$ cat src/verilog/rc_adc_defines.vh
`ifndef RC_ADC_DEFINES_VH
`define RC_ADC_DEFINES_VH
// ****************************************************************
// register byte addresses
// ****************************************************************
`define ADDR_CNT_A_LOW 5'h00
`define ADDR_CNT_A_HIGH 5'h04
`define ADDR_CNT_B_LOW 5'h08
`define ADDR_CNT_B_HIGH 5'h0c
`define ADDR_TIMER_CTRL 5'h10
`define ADDR_CONV_CFG 5'h14
`define ADDR_IRQ_CTRL 5'h18
// ****************************************************************
// timer control fields
// ****************************************************************
`define BIT_MODE_HI 6
`define BIT_MODE_LO 5
`define BIT_RUN 4
`define BIT_EDGE_SEL 3
`define MODE_UNUSED 2'h0
`define MODE_EVENT 2'h1
`define MODE_TIMER 2'h2
`define MODE_PULSE 2'h3
// ****************************************************************
// converter configuration fields
// ****************************************************************
`define BIT_OSC_CHANNEL_SEL 7
`define BIT_CNT_B_SRC_SEL 6
`define BIT_LIRC_EN 5
`define BIT_RC_PATH_SEL 2
`define BIT_CONVERTER_MODE 1
`define BIT_OVERFLOW_SRC_SEL 0
// ****************************************************************
// interrupt control fields
// ****************************************************************
`define BIT_OVERFLOW_FLAG 4
// ****************************************************************
// reset values and bus answers
// ****************************************************************
`define RESET_BYTE 8'h00
`define RESET_WORD 16'h0000
`define CNT_ALL_ONES 16'hffff
`define RESP_OKAY 2'h0
`define RESP_SLVERR 2'h2
`endif

$ cat src/verilog/osc_edge_sync.v
`timescale 1ns/1ps
`default_nettype none
// ****************************************************************
// two-flop synchroniser with edge pulses
// ****************************************************************
module osc_edge_sync (
    input wire aclk,
    input wire aresetn,
    input wire osc_in,
    output reg rise,
    output reg fall
);
reg meta;
reg stable;
reg stable_d;
// only the second stage and later are looked at, the first may be metastable
always @(posedge aclk) begin
    if (!aresetn) begin
        meta <= 1'b0;
        stable <= 1'b0;
        stable_d <= 1'b0;
        rise <= 1'b0;
        fall <= 1'b0;
    end else begin
        meta <= osc_in;
        stable <= meta;
        stable_d <= stable;
        rise <= stable & ~stable_d;
        fall <= ~stable & stable_d;
    end
end
endmodule // osc_edge_sync
`default_nettype wire

$ cat src/verilog/rc_dual_counter_adc.v
// The AXI4-Lite register port and the register addresses were left to the implementer.
`timescale 1ns/1ps
`default_nettype none
`include "rc_adc_defines.vh"
module rc_dual_counter_adc #(
    parameter CNT_WIDTH = 16,
    parameter TWO_OSC = 1
) (
    input wire aclk,
    input wire aresetn,
    input wire [4:0] s_axi_awaddr,
    input wire s_axi_awvalid,
    output wire s_axi_awready,
    input wire [31:0] s_axi_wdata,
    input wire [3:0] s_axi_wstrb,
    input wire s_axi_wvalid,
    output wire s_axi_wready,
    output reg [1:0] s_axi_bresp,
    output reg s_axi_bvalid,
    input wire s_axi_bready,
    input wire [4:0] s_axi_araddr,
    input wire s_axi_arvalid,
    output wire s_axi_arready,
    output reg [31:0] s_axi_rdata,
    output reg [1:0] s_axi_rresp,
    output reg s_axi_rvalid,
    input wire s_axi_rready,
    input wire low_speed_rc_osc,
    input wire res_freq_osc0,
    input wire res_freq_osc1,
    output wire res_freq_osc0_en,
    output wire res_freq_osc1_en,
    output wire low_speed_rc_osc_en,
    output wire sensor_resistor_path,
    output wire overflow_irq_flag
);
// ****************************************************************
// control state
// ****************************************************************
reg [CNT_WIDTH-1:0] cnt_a;
reg [CNT_WIDTH-1:0] cnt_b;
reg [7:0] buf_a;
reg [7:0] buf_b;
reg mode_sel_hi;
reg mode_sel_lo;
reg run_bit;
reg edge_sel;
reg osc_channel_sel;
reg cnt_b_src_sel;
reg lirc_en;
reg rc_path_sel;
reg converter_mode_bit;
reg overflow_src_sel;
reg flag;
wire [1:0] mode = {mode_sel_hi, mode_sel_lo};
// ****************************************************************
// oscillator power control
// ****************************************************************
// mode 10 in converter mode also needs the external oscillator when it feeds B
wire osc_on = run_bit & (mode_sel_lo | ((mode == `MODE_TIMER) & converter_mode_bit
    & cnt_b_src_sel));
assign res_freq_osc0_en = osc_on & ~(osc_channel_sel & (TWO_OSC != 0));
assign res_freq_osc1_en = osc_on & osc_channel_sel & (TWO_OSC != 0);
assign low_speed_rc_osc_en = lirc_en;
assign sensor_resistor_path = rc_path_sel;
assign overflow_irq_flag = flag;
// ****************************************************************
// counter B clock source
// ****************************************************************
wire rf_osc = (osc_channel_sel && TWO_OSC != 0) ? res_freq_osc1 : res_freq_osc0;
wire b_src = cnt_b_src_sel ? rf_osc : low_speed_rc_osc;
wire b_rise;
wire b_fall;
osc_edge_sync u_b_sync (
    .aclk(aclk),
    .aresetn(aresetn),
    .osc_in(b_src),
    .rise(b_rise),
    .fall(b_fall)
);
// falling edge only in event mode with edge select set
wire b_edge = (mode == `MODE_EVENT && edge_sel) ? b_fall : b_rise;
// ****************************************************************
// counting and overflow
// ****************************************************************
wire counting = run_bit & converter_mode_bit;
wire inc_a = counting;
wire inc_b = counting & b_edge;
wire ovf_a = inc_a & (cnt_a == `CNT_ALL_ONES);
wire ovf_b = inc_b & (cnt_b == `CNT_ALL_ONES);
wire ovf = overflow_src_sel ? ovf_b : ovf_a;
// ****************************************************************
// AXI4-Lite write side
// ****************************************************************
reg aw_held;
reg w_held;
reg [4:0] aw_addr;
reg [7:0] w_byte;
reg w_lane;
assign s_axi_awready = ~aw_held & ~s_axi_bvalid;
assign s_axi_wready = ~w_held & ~s_axi_bvalid;
wire do_write = aw_held & w_held & ~s_axi_bvalid;
wire wr_en = do_write & w_lane;
wire cnt_addr_w = (aw_addr == `ADDR_CNT_A_LOW) | (aw_addr == `ADDR_CNT_A_HIGH)
    | (aw_addr == `ADDR_CNT_B_LOW) | (aw_addr == `ADDR_CNT_B_HIGH);
wire wr_blocked = cnt_addr_w & run_bit;
wire wr_known = cnt_addr_w | (aw_addr == `ADDR_TIMER_CTRL)
    | (aw_addr == `ADDR_CONV_CFG) | (aw_addr == `ADDR_IRQ_CTRL);
wire wr_ok = wr_en & wr_known & ~wr_blocked;
always @(posedge aclk) begin
    if (!aresetn) begin
        aw_held <= 1'b0;
        w_held <= 1'b0;
        aw_addr <= 5'h00;
        w_byte <= `RESET_BYTE;
        w_lane <= 1'b0;
        s_axi_bvalid <= 1'b0;
        s_axi_bresp <= `RESP_OKAY;
    end else begin
        if (s_axi_awvalid && s_axi_awready) begin
            aw_held <= 1'b1;
            aw_addr <= s_axi_awaddr;
        end
        if (s_axi_wvalid && s_axi_wready) begin
            w_held <= 1'b1;
            w_byte <= s_axi_wdata[7:0];
            w_lane <= s_axi_wstrb[0];
        end
        if (do_write) begin
            aw_held <= 1'b0;
            w_held <= 1'b0;
            s_axi_bvalid <= 1'b1;
            s_axi_bresp <= (wr_known && !wr_blocked) ? `RESP_OKAY : `RESP_SLVERR;
        end else if (s_axi_bvalid && s_axi_bready) begin
            s_axi_bvalid <= 1'b0;
        end
    end
end
// ****************************************************************
// AXI4-Lite read side
// ****************************************************************
assign s_axi_arready = ~s_axi_rvalid;
wire do_read = s_axi_arvalid & s_axi_arready;
wire rd_cnt = (s_axi_araddr == `ADDR_CNT_A_LOW) | (s_axi_araddr == `ADDR_CNT_A_HIGH)
    | (s_axi_araddr == `ADDR_CNT_B_LOW) | (s_axi_araddr == `ADDR_CNT_B_HIGH);
wire rd_blocked = rd_cnt & run_bit;
wire rd_ok = do_read & ~rd_blocked;
reg [7:0] rd_byte;
reg rd_known;
always @* begin
    rd_byte = `RESET_BYTE;
    rd_known = 1'b1;
    case (s_axi_araddr)
        `ADDR_CNT_A_LOW: rd_byte = buf_a;
        `ADDR_CNT_A_HIGH: rd_byte = cnt_a[15:8];
        `ADDR_CNT_B_LOW: rd_byte = buf_b;
        `ADDR_CNT_B_HIGH: rd_byte = cnt_b[15:8];
        `ADDR_TIMER_CTRL: begin
            rd_byte[`BIT_MODE_HI] = mode_sel_hi;
            rd_byte[`BIT_MODE_LO] = mode_sel_lo;
            rd_byte[`BIT_RUN] = run_bit;
            rd_byte[`BIT_EDGE_SEL] = edge_sel;
        end
        `ADDR_CONV_CFG: begin
            rd_byte[`BIT_OSC_CHANNEL_SEL] = osc_channel_sel;
            rd_byte[`BIT_CNT_B_SRC_SEL] = cnt_b_src_sel;
            rd_byte[`BIT_LIRC_EN] = lirc_en;
            rd_byte[`BIT_RC_PATH_SEL] = rc_path_sel;
            rd_byte[`BIT_CONVERTER_MODE] = converter_mode_bit;
            rd_byte[`BIT_OVERFLOW_SRC_SEL] = overflow_src_sel;
        end
        `ADDR_IRQ_CTRL: rd_byte[`BIT_OVERFLOW_FLAG] = flag;
        default: rd_known = 1'b0;
    endcase
end
always @(posedge aclk) begin
    if (!aresetn) begin
        s_axi_rvalid <= 1'b0;
        s_axi_rdata <= 32'h00000000;
        s_axi_rresp <= `RESP_OKAY;
    end else if (do_read) begin
        s_axi_rvalid <= 1'b1;
        // blocked counter reads return zero so no live value leaks out mid-count
        s_axi_rdata <= {24'h000000, (rd_blocked ? `RESET_BYTE : rd_byte)};
        s_axi_rresp <= (rd_known && !rd_blocked) ? `RESP_OKAY : `RESP_SLVERR;
    end else if (s_axi_rvalid && s_axi_rready) begin
        s_axi_rvalid <= 1'b0;
    end
end
// ****************************************************************
// counters and low byte buffers
// ****************************************************************
always @(posedge aclk) begin
    if (!aresetn) begin
        cnt_a <= `RESET_WORD;
        cnt_b <= `RESET_WORD;
        buf_a <= `RESET_BYTE;
        buf_b <= `RESET_BYTE;
    end else begin
        // writes never coincide with counting: the bytes are locked while running
        if (inc_a) begin
            cnt_a <= cnt_a + 1'b1;
        end
        if (inc_b) begin
            cnt_b <= cnt_b + 1'b1;
        end
        if (wr_ok && aw_addr == `ADDR_CNT_A_LOW) begin
            buf_a <= w_byte;
        end
        if (wr_ok && aw_addr == `ADDR_CNT_A_HIGH) begin
            cnt_a <= {w_byte, buf_a};
        end
        if (wr_ok && aw_addr == `ADDR_CNT_B_LOW) begin
            buf_b <= w_byte;
        end
        if (wr_ok && aw_addr == `ADDR_CNT_B_HIGH) begin
            cnt_b <= {w_byte, buf_b};
        end
        if (rd_ok && s_axi_araddr == `ADDR_CNT_A_HIGH) begin
            buf_a <= cnt_a[7:0];
        end
        if (rd_ok && s_axi_araddr == `ADDR_CNT_B_HIGH) begin
            buf_b <= cnt_b[7:0];
        end
    end
end
// ****************************************************************
// control and configuration bits
// ****************************************************************
always @(posedge aclk) begin
    if (!aresetn) begin
        mode_sel_hi <= 1'b0;
        mode_sel_lo <= 1'b0;
        run_bit <= 1'b0;
        edge_sel <= 1'b0;
        osc_channel_sel <= 1'b0;
        cnt_b_src_sel <= 1'b0;
        lirc_en <= 1'b0;
        rc_path_sel <= 1'b0;
        converter_mode_bit <= 1'b0;
        overflow_src_sel <= 1'b0;
        flag <= 1'b0;
    end else begin
        if (wr_ok && aw_addr == `ADDR_TIMER_CTRL) begin
            mode_sel_hi <= w_byte[`BIT_MODE_HI];
            mode_sel_lo <= w_byte[`BIT_MODE_LO];
            run_bit <= w_byte[`BIT_RUN];
            edge_sel <= w_byte[`BIT_EDGE_SEL];
        end
        if (wr_ok && aw_addr == `ADDR_CONV_CFG) begin
            osc_channel_sel <= w_byte[`BIT_OSC_CHANNEL_SEL];
            cnt_b_src_sel <= w_byte[`BIT_CNT_B_SRC_SEL];
            lirc_en <= w_byte[`BIT_LIRC_EN];
            rc_path_sel <= w_byte[`BIT_RC_PATH_SEL];
            converter_mode_bit <= w_byte[`BIT_CONVERTER_MODE];
            overflow_src_sel <= w_byte[`BIT_OVERFLOW_SRC_SEL];
        end
        if (wr_ok && aw_addr == `ADDR_IRQ_CTRL) begin
            flag <= w_byte[`BIT_OVERFLOW_FLAG];
        end
        // overflow wins over a software write in the same cycle
        if (ovf) begin
            flag <= 1'b1;
            run_bit <= 1'b0;
        end
    end
end
endmodule // rc_dual_counter_adc
`default_nettype wire

$ cat config.mk
export PLATFORM = sky130hd
export DESIGN_NAME = rc_dual_counter_adc
export DESIGN_NICKNAME = d
export VERILOG_FILES = /design/src/verilog/osc_edge_sync.v /design/src/verilog/rc_dual_counter_adc.v
export VERILOG_INCLUDE_DIRS = /design/src /design/src/verilog
export SDC_FILE = /design/constraint.sdc
export NUM_CORES = 1
export LEC_CHECK = 0
export BUFFER_PORTS_ARGS = -buffer_cell sky130_fd_sc_hd__buf_2
export CAP_MARGIN = 30
export CORE_MARGIN = 10
export CORE_UTILIZATION = 45
export CTS_CLUSTER_SIZE = 24
export DETAILED_ROUTE_END_ITERATION = 8
export PLACE_DENSITY = 0.69
export SLEW_MARGIN = 20
export SYNTH_ARGS = -nofsm -noshare
export SYNTH_HDL_FRONTEND = slang
export SYNTH_SLANG_ARGS = --single-unit
export TNS_END_PERCENT = 30
$ cat constraint.sdc
create_clock -name aclk -period 3.8 [get_ports aclk]
set_input_delay 0.19 -clock aclk [delete_from_list [all_inputs] [get_ports aclk]]
set_output_delay 0.19 -clock aclk [all_outputs]
set_load 0.03 [all_outputs]
Yosys cells after proc, flatten, opt, wreduce, memory -nomap -nowiden

Index checks and enable logic that the tools add are counted.

Flip-flop bits (word level): 94

Multiplexer cells: 27
Eq/ne operators: 16
Bitwise logic cells: 42
Add/subtract/negate cells: 2
Reduce and logical (&&, ||, !) cells: 30

Operators by type and width:

| cell                    | number |
|---|---|
| $mux W16                | 4 |
| $mux W8                 | 5 |
| $add A16 B1 Y16 const B | 2 |
| $eq A16 B16 Y1 const B  | 2 |
| $eq A5 B5 Y1 const B    | 6 |
| $and A1 B1 Y1           | 22 |
| $eq A5 B4 Y1 const B    | 4 |
| $logic_and A1 B1 Y1     | 16 |
| $pmux W3 S5             | 1 |
| $reduce_bool A2 Y1      | 7 |
| $pmux W2 S6             | 1 |
| $mux W1                 | 11 |
| $eq A5 B3 Y1 const B    | 2 |
| $logic_not A5 Y1        | 2 |
| $not A1 Y1              | 10 |
| $or A1 B1 Y1            | 10 |
| $pmux W1 S5             | 2 |
| $reduce_or A7 Y1        | 1 |
| $pmux W1 S6             | 1 |
| $mux W2                 | 2 |
| $reduce_or A2 Y1        | 2 |
| $eq A2 B1 Y1 const B    | 1 |
| $eq A2 B2 Y1 const B    | 1 |
| $logic_not A1 Y1        | 2 |

Longest topological paths before layout

Depth after elaboration: 12
Depth in mapped cells: 8

By module

Synthesis repeated with hierarchy kept, for this count alone.

Cells, all modules: 583
Area, all modules: 4794.6 um2

Modules (own cells, without submodules):

| module              | times used | cells an instance | area an instance (um2) |
|---|---|---|---|
| rc_dual_counter_adc | 1          | 573               | 4654.5 |
| osc_edge_sync       | 1          | 10                | 140.1 |

Worst setup path after synthesis

OpenSTA, ideal clock, no wires.

Path type: reg2reg
Start point: register s_axi_bvalid
End point: register cnt_b[1]
Arrival: 1.712 ns
Stages on the path, launching flop included: 9
Data required time: 3.668 ns
Clock period less this slack: 1.844 ns
Slack: 1.956 ns
Cell sequence: dfxtp_1 > buf_2 > and3b_1 > buf_2 > and4_1 > buf_2 > buf_4 > a22oi_1 > a21oi_1

Longest elaborated chain between the ends: 7

Ends and longest elaborated chain:

| what                                           | RTL line                  | source |
|---|---|---|
| start: declaration                             | rc_dual_counter_adc.v:19  | `output reg s_axi_bvalid,` |
| start signal: assignment                       | rc_dual_counter_adc.v:117 | `s_axi_bvalid <= 1'b0;` |
| start signal: assignment                       | rc_dual_counter_adc.v:132 | `s_axi_bvalid <= 1'b1;` |
| start signal: assignment                       | rc_dual_counter_adc.v:135 | `s_axi_bvalid <= 1'b0;` |
| $not A1 Y1 *                                   | rc_dual_counter_adc.v:102 | `wire do_write = aw_held & w_held & ~s_axi_bvalid;` |
| $and A1 B1 Y1 *                                | rc_dual_counter_adc.v:102 |  |
| $and A1 B1 Y1 *                                | rc_dual_counter_adc.v:103 | `wire wr_en = do_write & w_lane;` |
| $and A1 B1 Y1 * (2 in a row)                   | rc_dual_counter_adc.v:109 | `wire wr_ok = wr_en & wr_known & ~wr_blocked;` |
| $logic_and A1 B1 Y1 (no source line) *         | -                         |  |
| $mux W16 or $reduce_bool A2 Y1 (tied branches) | -                         |  |
| end signal: assignment                         | rc_dual_counter_adc.v:196 | `` cnt_b <= `RESET_WORD; `` |
| end signal: assignment                         | rc_dual_counter_adc.v:205 | `cnt_b <= cnt_b + 1'b1;` |
| end signal: assignment                         | rc_dual_counter_adc.v:217 | `cnt_b <= {w_byte, buf_b};` |
| end: declaration                               | rc_dual_counter_adc.v:41  | `reg [CNT_WIDTH-1:0] cnt_b;` |

Mark *: on every way between the ends. The rest lies on a longest branch, timed or not.
A chain may end at the register's enable or synchronous reset.

Worst setup path in the final report

Start point: register run_bit
End point: register cnt_b[15]

Longest elaborated chain between the ends: 5

Ends and longest elaborated chain:

| what                                           | RTL line                  | source |
|---|---|---|
| start: declaration                             | rc_dual_counter_adc.v:46  | `reg run_bit;` |
| start signal: assignment                       | rc_dual_counter_adc.v:247 | `` run_bit <= w_byte[`BIT_RUN]; `` |
| $and A1 B1 Y1                                  | rc_dual_counter_adc.v:106 | `wire wr_blocked = cnt_addr_w & run_bit;` |
| $not A1 Y1                                     | rc_dual_counter_adc.v:109 |  |
| $and A1 B1 Y1                                  | rc_dual_counter_adc.v:109 |  |
| $logic_and A1 B1 Y1 (no source line)           | -                         |  |
| $mux W16 or $reduce_bool A2 Y1 (tied branches) | -                         |  |

Several ways; a longest one is shown, not always the timed one.

==> run metrics <==
status=completed; GRT overflow=0; RR Startpoint=run_bit$_SDFFE_PP0P_; Req. time, crit path=between 4 and 5 ns; I/O Buffers=48; top-count cell post-synth=dfxtp_1; nets=640; CTS tree=built; Die Y=124 µm; slew margin rel.=0.377; Worst Path Buf+Inv=0; Final Routed Wirelength=between 10000 and 15000 µm; top cell type's share of synthesized area=0.376; Worst Skew=0.00982 ns; Reg clk slew, reported paths=0.09 ns; post-synthesis sequential area ratio=0.376; DP Cell Count=710; # DRC=0; core area=roughly 0.011 mm²; vias in the first global route=4272; post_cts resized=0; row count=38; Primary FF master, synth=dfxtp_1; Longest Clk Path Bufs=2; Distinct cells, synth=58; clock latency on the worst-skew pair=between 0.3 and 0.4 ns; Hold Crit Class=in -> reg; max-slew violation count=0; final worst-path cycle share=0.626; warnings from Yosys=0; Tightest Pin Transition=0.930 ns; Max VDD drop=0.201 mV; WL/cell=18.5 µm; GPL Wtd Cong=0.889; largest net degree at the start of global routing=39; vias after detailed routing=4369; CP Data Arrival Time=2.60 ns; Mean Syn Cell Area=8.78 µm²; routed vias/inst=6.01; leading area contributor after synthesis=dfxtp_1; htree depth=3; die footprint=between 0.015 and 0.02 mm²; Crit. End Element=flop; final worst slack=about 1.4 ns; first-pass GRT wire length=22000 µm; Critical Path End=cnt_b[15]$_SDFFE_PN0P_; most instantiated cells after synthesis=dfxtp_1, nor2_1, mux2i_1; Initial Util=0.456; Slowest-stage cell, CP=nand4_1; initial antenna violation count=0; CP Class=reg -> reg; ant diodes=0; largest delay contributor family on the critical path=simple AND/OR/NAND/NOR gates; EDFF count, synth=0; CP startpoint kind=flop; CP startpoint=run_bit$_SDFFE_PP0P_; main area contributors after synthesis=dfxtp_1, mux2i_1, nor2_1; # IOs=102; Levels on crit path=4; Filler cells=1058; final instance area=0.00527 mm²; delay of the slowest critical-path stage=about 0.70 ns; GR Util All Layers=0.169; r2r setup slk=1.42 ns; max cap viols=0; Setup Viol. Count Final=0; share of cells above drive strength 1=0.143; worst path cell trace=nor2_1, nand4_1, o21ai_0, a31oi_1; CTS buffer count=9; cell area after synthesis=0.00490 mm²; Detailed Place HPWL=9670 µm; fmax=between 400 and 500 MHz; register bit total from synthesis=92; worst slack, placed=1.47 ns; antenna-violating nets left=0; Pre-antenna DRT Iters=6; Synth async-reset ratio=0; largest fanout on the critical path=16; Post-DP Area=0.00506 mm²; Cell Count, Final, Fillers Out=727; Syn Inst Count=558; Area Growth Syn to Fin=7.48%; clk root buf=clkbuf_8; Final min period=about 2.4 ns; setup tns final=0 ns; hold path cells=3; LEAKAGE=about 2.2 nW; Final Hold Vio Count=0; RSZ-0062 raised after global routing=no; initial DRC count=336; DIE WIDTH=124 µm; P per Cell Area=around 350 mW/mm²; R2R Path End=cnt_b[15]$_SDFFE_PN0P_; R2R cell count=4; # clock sinks=92
how the worst min path moves through the flow:
| stage | start | to |
|---|---|---|
| 5_1_grt | s_axi_wdata[3] | w_byte[3]$_SDFFE_PN0P_ |
| 3_5_place_dp | s_axi_rready | s_axi_rvalid$_SDFFE_PN0P_ |
| 2_1_floorplan | s_axi_rready | s_axi_rvalid$_SDFFE_PN0P_ |
| 4_1_cts | s_axi_wdata[7] | w_byte[7]$_SDFFE_PN0P_ |
| 6_report | s_axi_wdata[2] | w_byte[2]$_SDFFE_PN0P_ |
| 3_3_place_gp | s_axi_rready | s_axi_rvalid$_SDFFE_PN0P_ |
power breakdown:
group	leakage [nW]	switching, W	internal, W	total, W
logic	1.36	0.000120	0.0000502	0.000170
registers	0.745	0.0000310	0.000982	0.00101
clock network	0.105	0.000347	0.000309	0.000656
per-layer routing:
layer / routed length (µm) / GRT usage
met5: 0 / 0
met4: 291 / 0.0631
met3: 812 / 0.0319
met2: 6590 / 0.282
met1: 5720 / 0.209
final cells by class:
type                       instances  area (µm²)  share of cell area
clock buffer                      13         179              0.0340
clock inverter                     3        18.8             0.00356
inverter                          12        45.0             0.00856
multi-input combinational        416        2740               0.520
sequential                        92        1840               0.350
tap                              140         175              0.0333
timing repair buffer              51         265              0.0504
tightest hold or removal path: cells and delay by family:
| family | cells | cell delay (ns) |
|---|---|---|
| buffers and inverters | 1 | 0.08 |
| AND/OR/NAND/NOR | 1 | 0.07 |
| AO/OA/AOI/OAI | 1 | 0.05 |
placed cells by master (no fill, tap or decap), types with 4 or more instances in the layout:
master	count
clkbuf_8	13
nand2_1	33
a22oi_1	8
nor2_1	59
a21oi_1	22
o21ai_0	11
and3_1	5
o22ai_1	10
and4_1	6
dfxtp_1	92
a211oi_1	18
o311ai_0	5
nand4_1	15
o2bb2ai_1	4
a22o_1	6
conb_1	26
buf_2	48
a2bb2oi_1	10
and2_1	5
a31oi_1	15
mux2i_1	56
mux2_2	8
nor3_1	10
inv_1	11
nand3_1	24
or4_1	8
nor2b_1	8
state kept, by name (all words and copies together), names as in the netlist, 5 cells and up:
name	cells
cnt_b	16
buf_b	8
buf_a	8
s_axi_rdata	8
w_byte	8
cnt_a	16
aw_addr	5
stage by stage:
stage	utilization	total power (W)	hold slack [ns]
finish	0.490	0.00184	0.0568
global route	0.490	0.00190	0.0586
CTS	0.490	0.00185	0.0517
detailed placement	0.471	0.00120	0.383
global placement	0.471	0.00120	0.375
floorplan	-	0.00117	0.289
kinds of logic after synthesis:
kind of cell	after synthesis	synth area share
mux	65	0.136
simple gates	195	0.215
other cells	1	0.000766
compound gates	128	0.183
flops	92	0.376
buf+inv	75	0.0848
fa+ha+maj	2	0.00511
what timing repair did:
item | CTS | global route
endpoints found under the hold margin | 1 | 0
hold buffers | 1 | 0
setup buffers | 0 | 0
(Power assumes the default switching activity.)
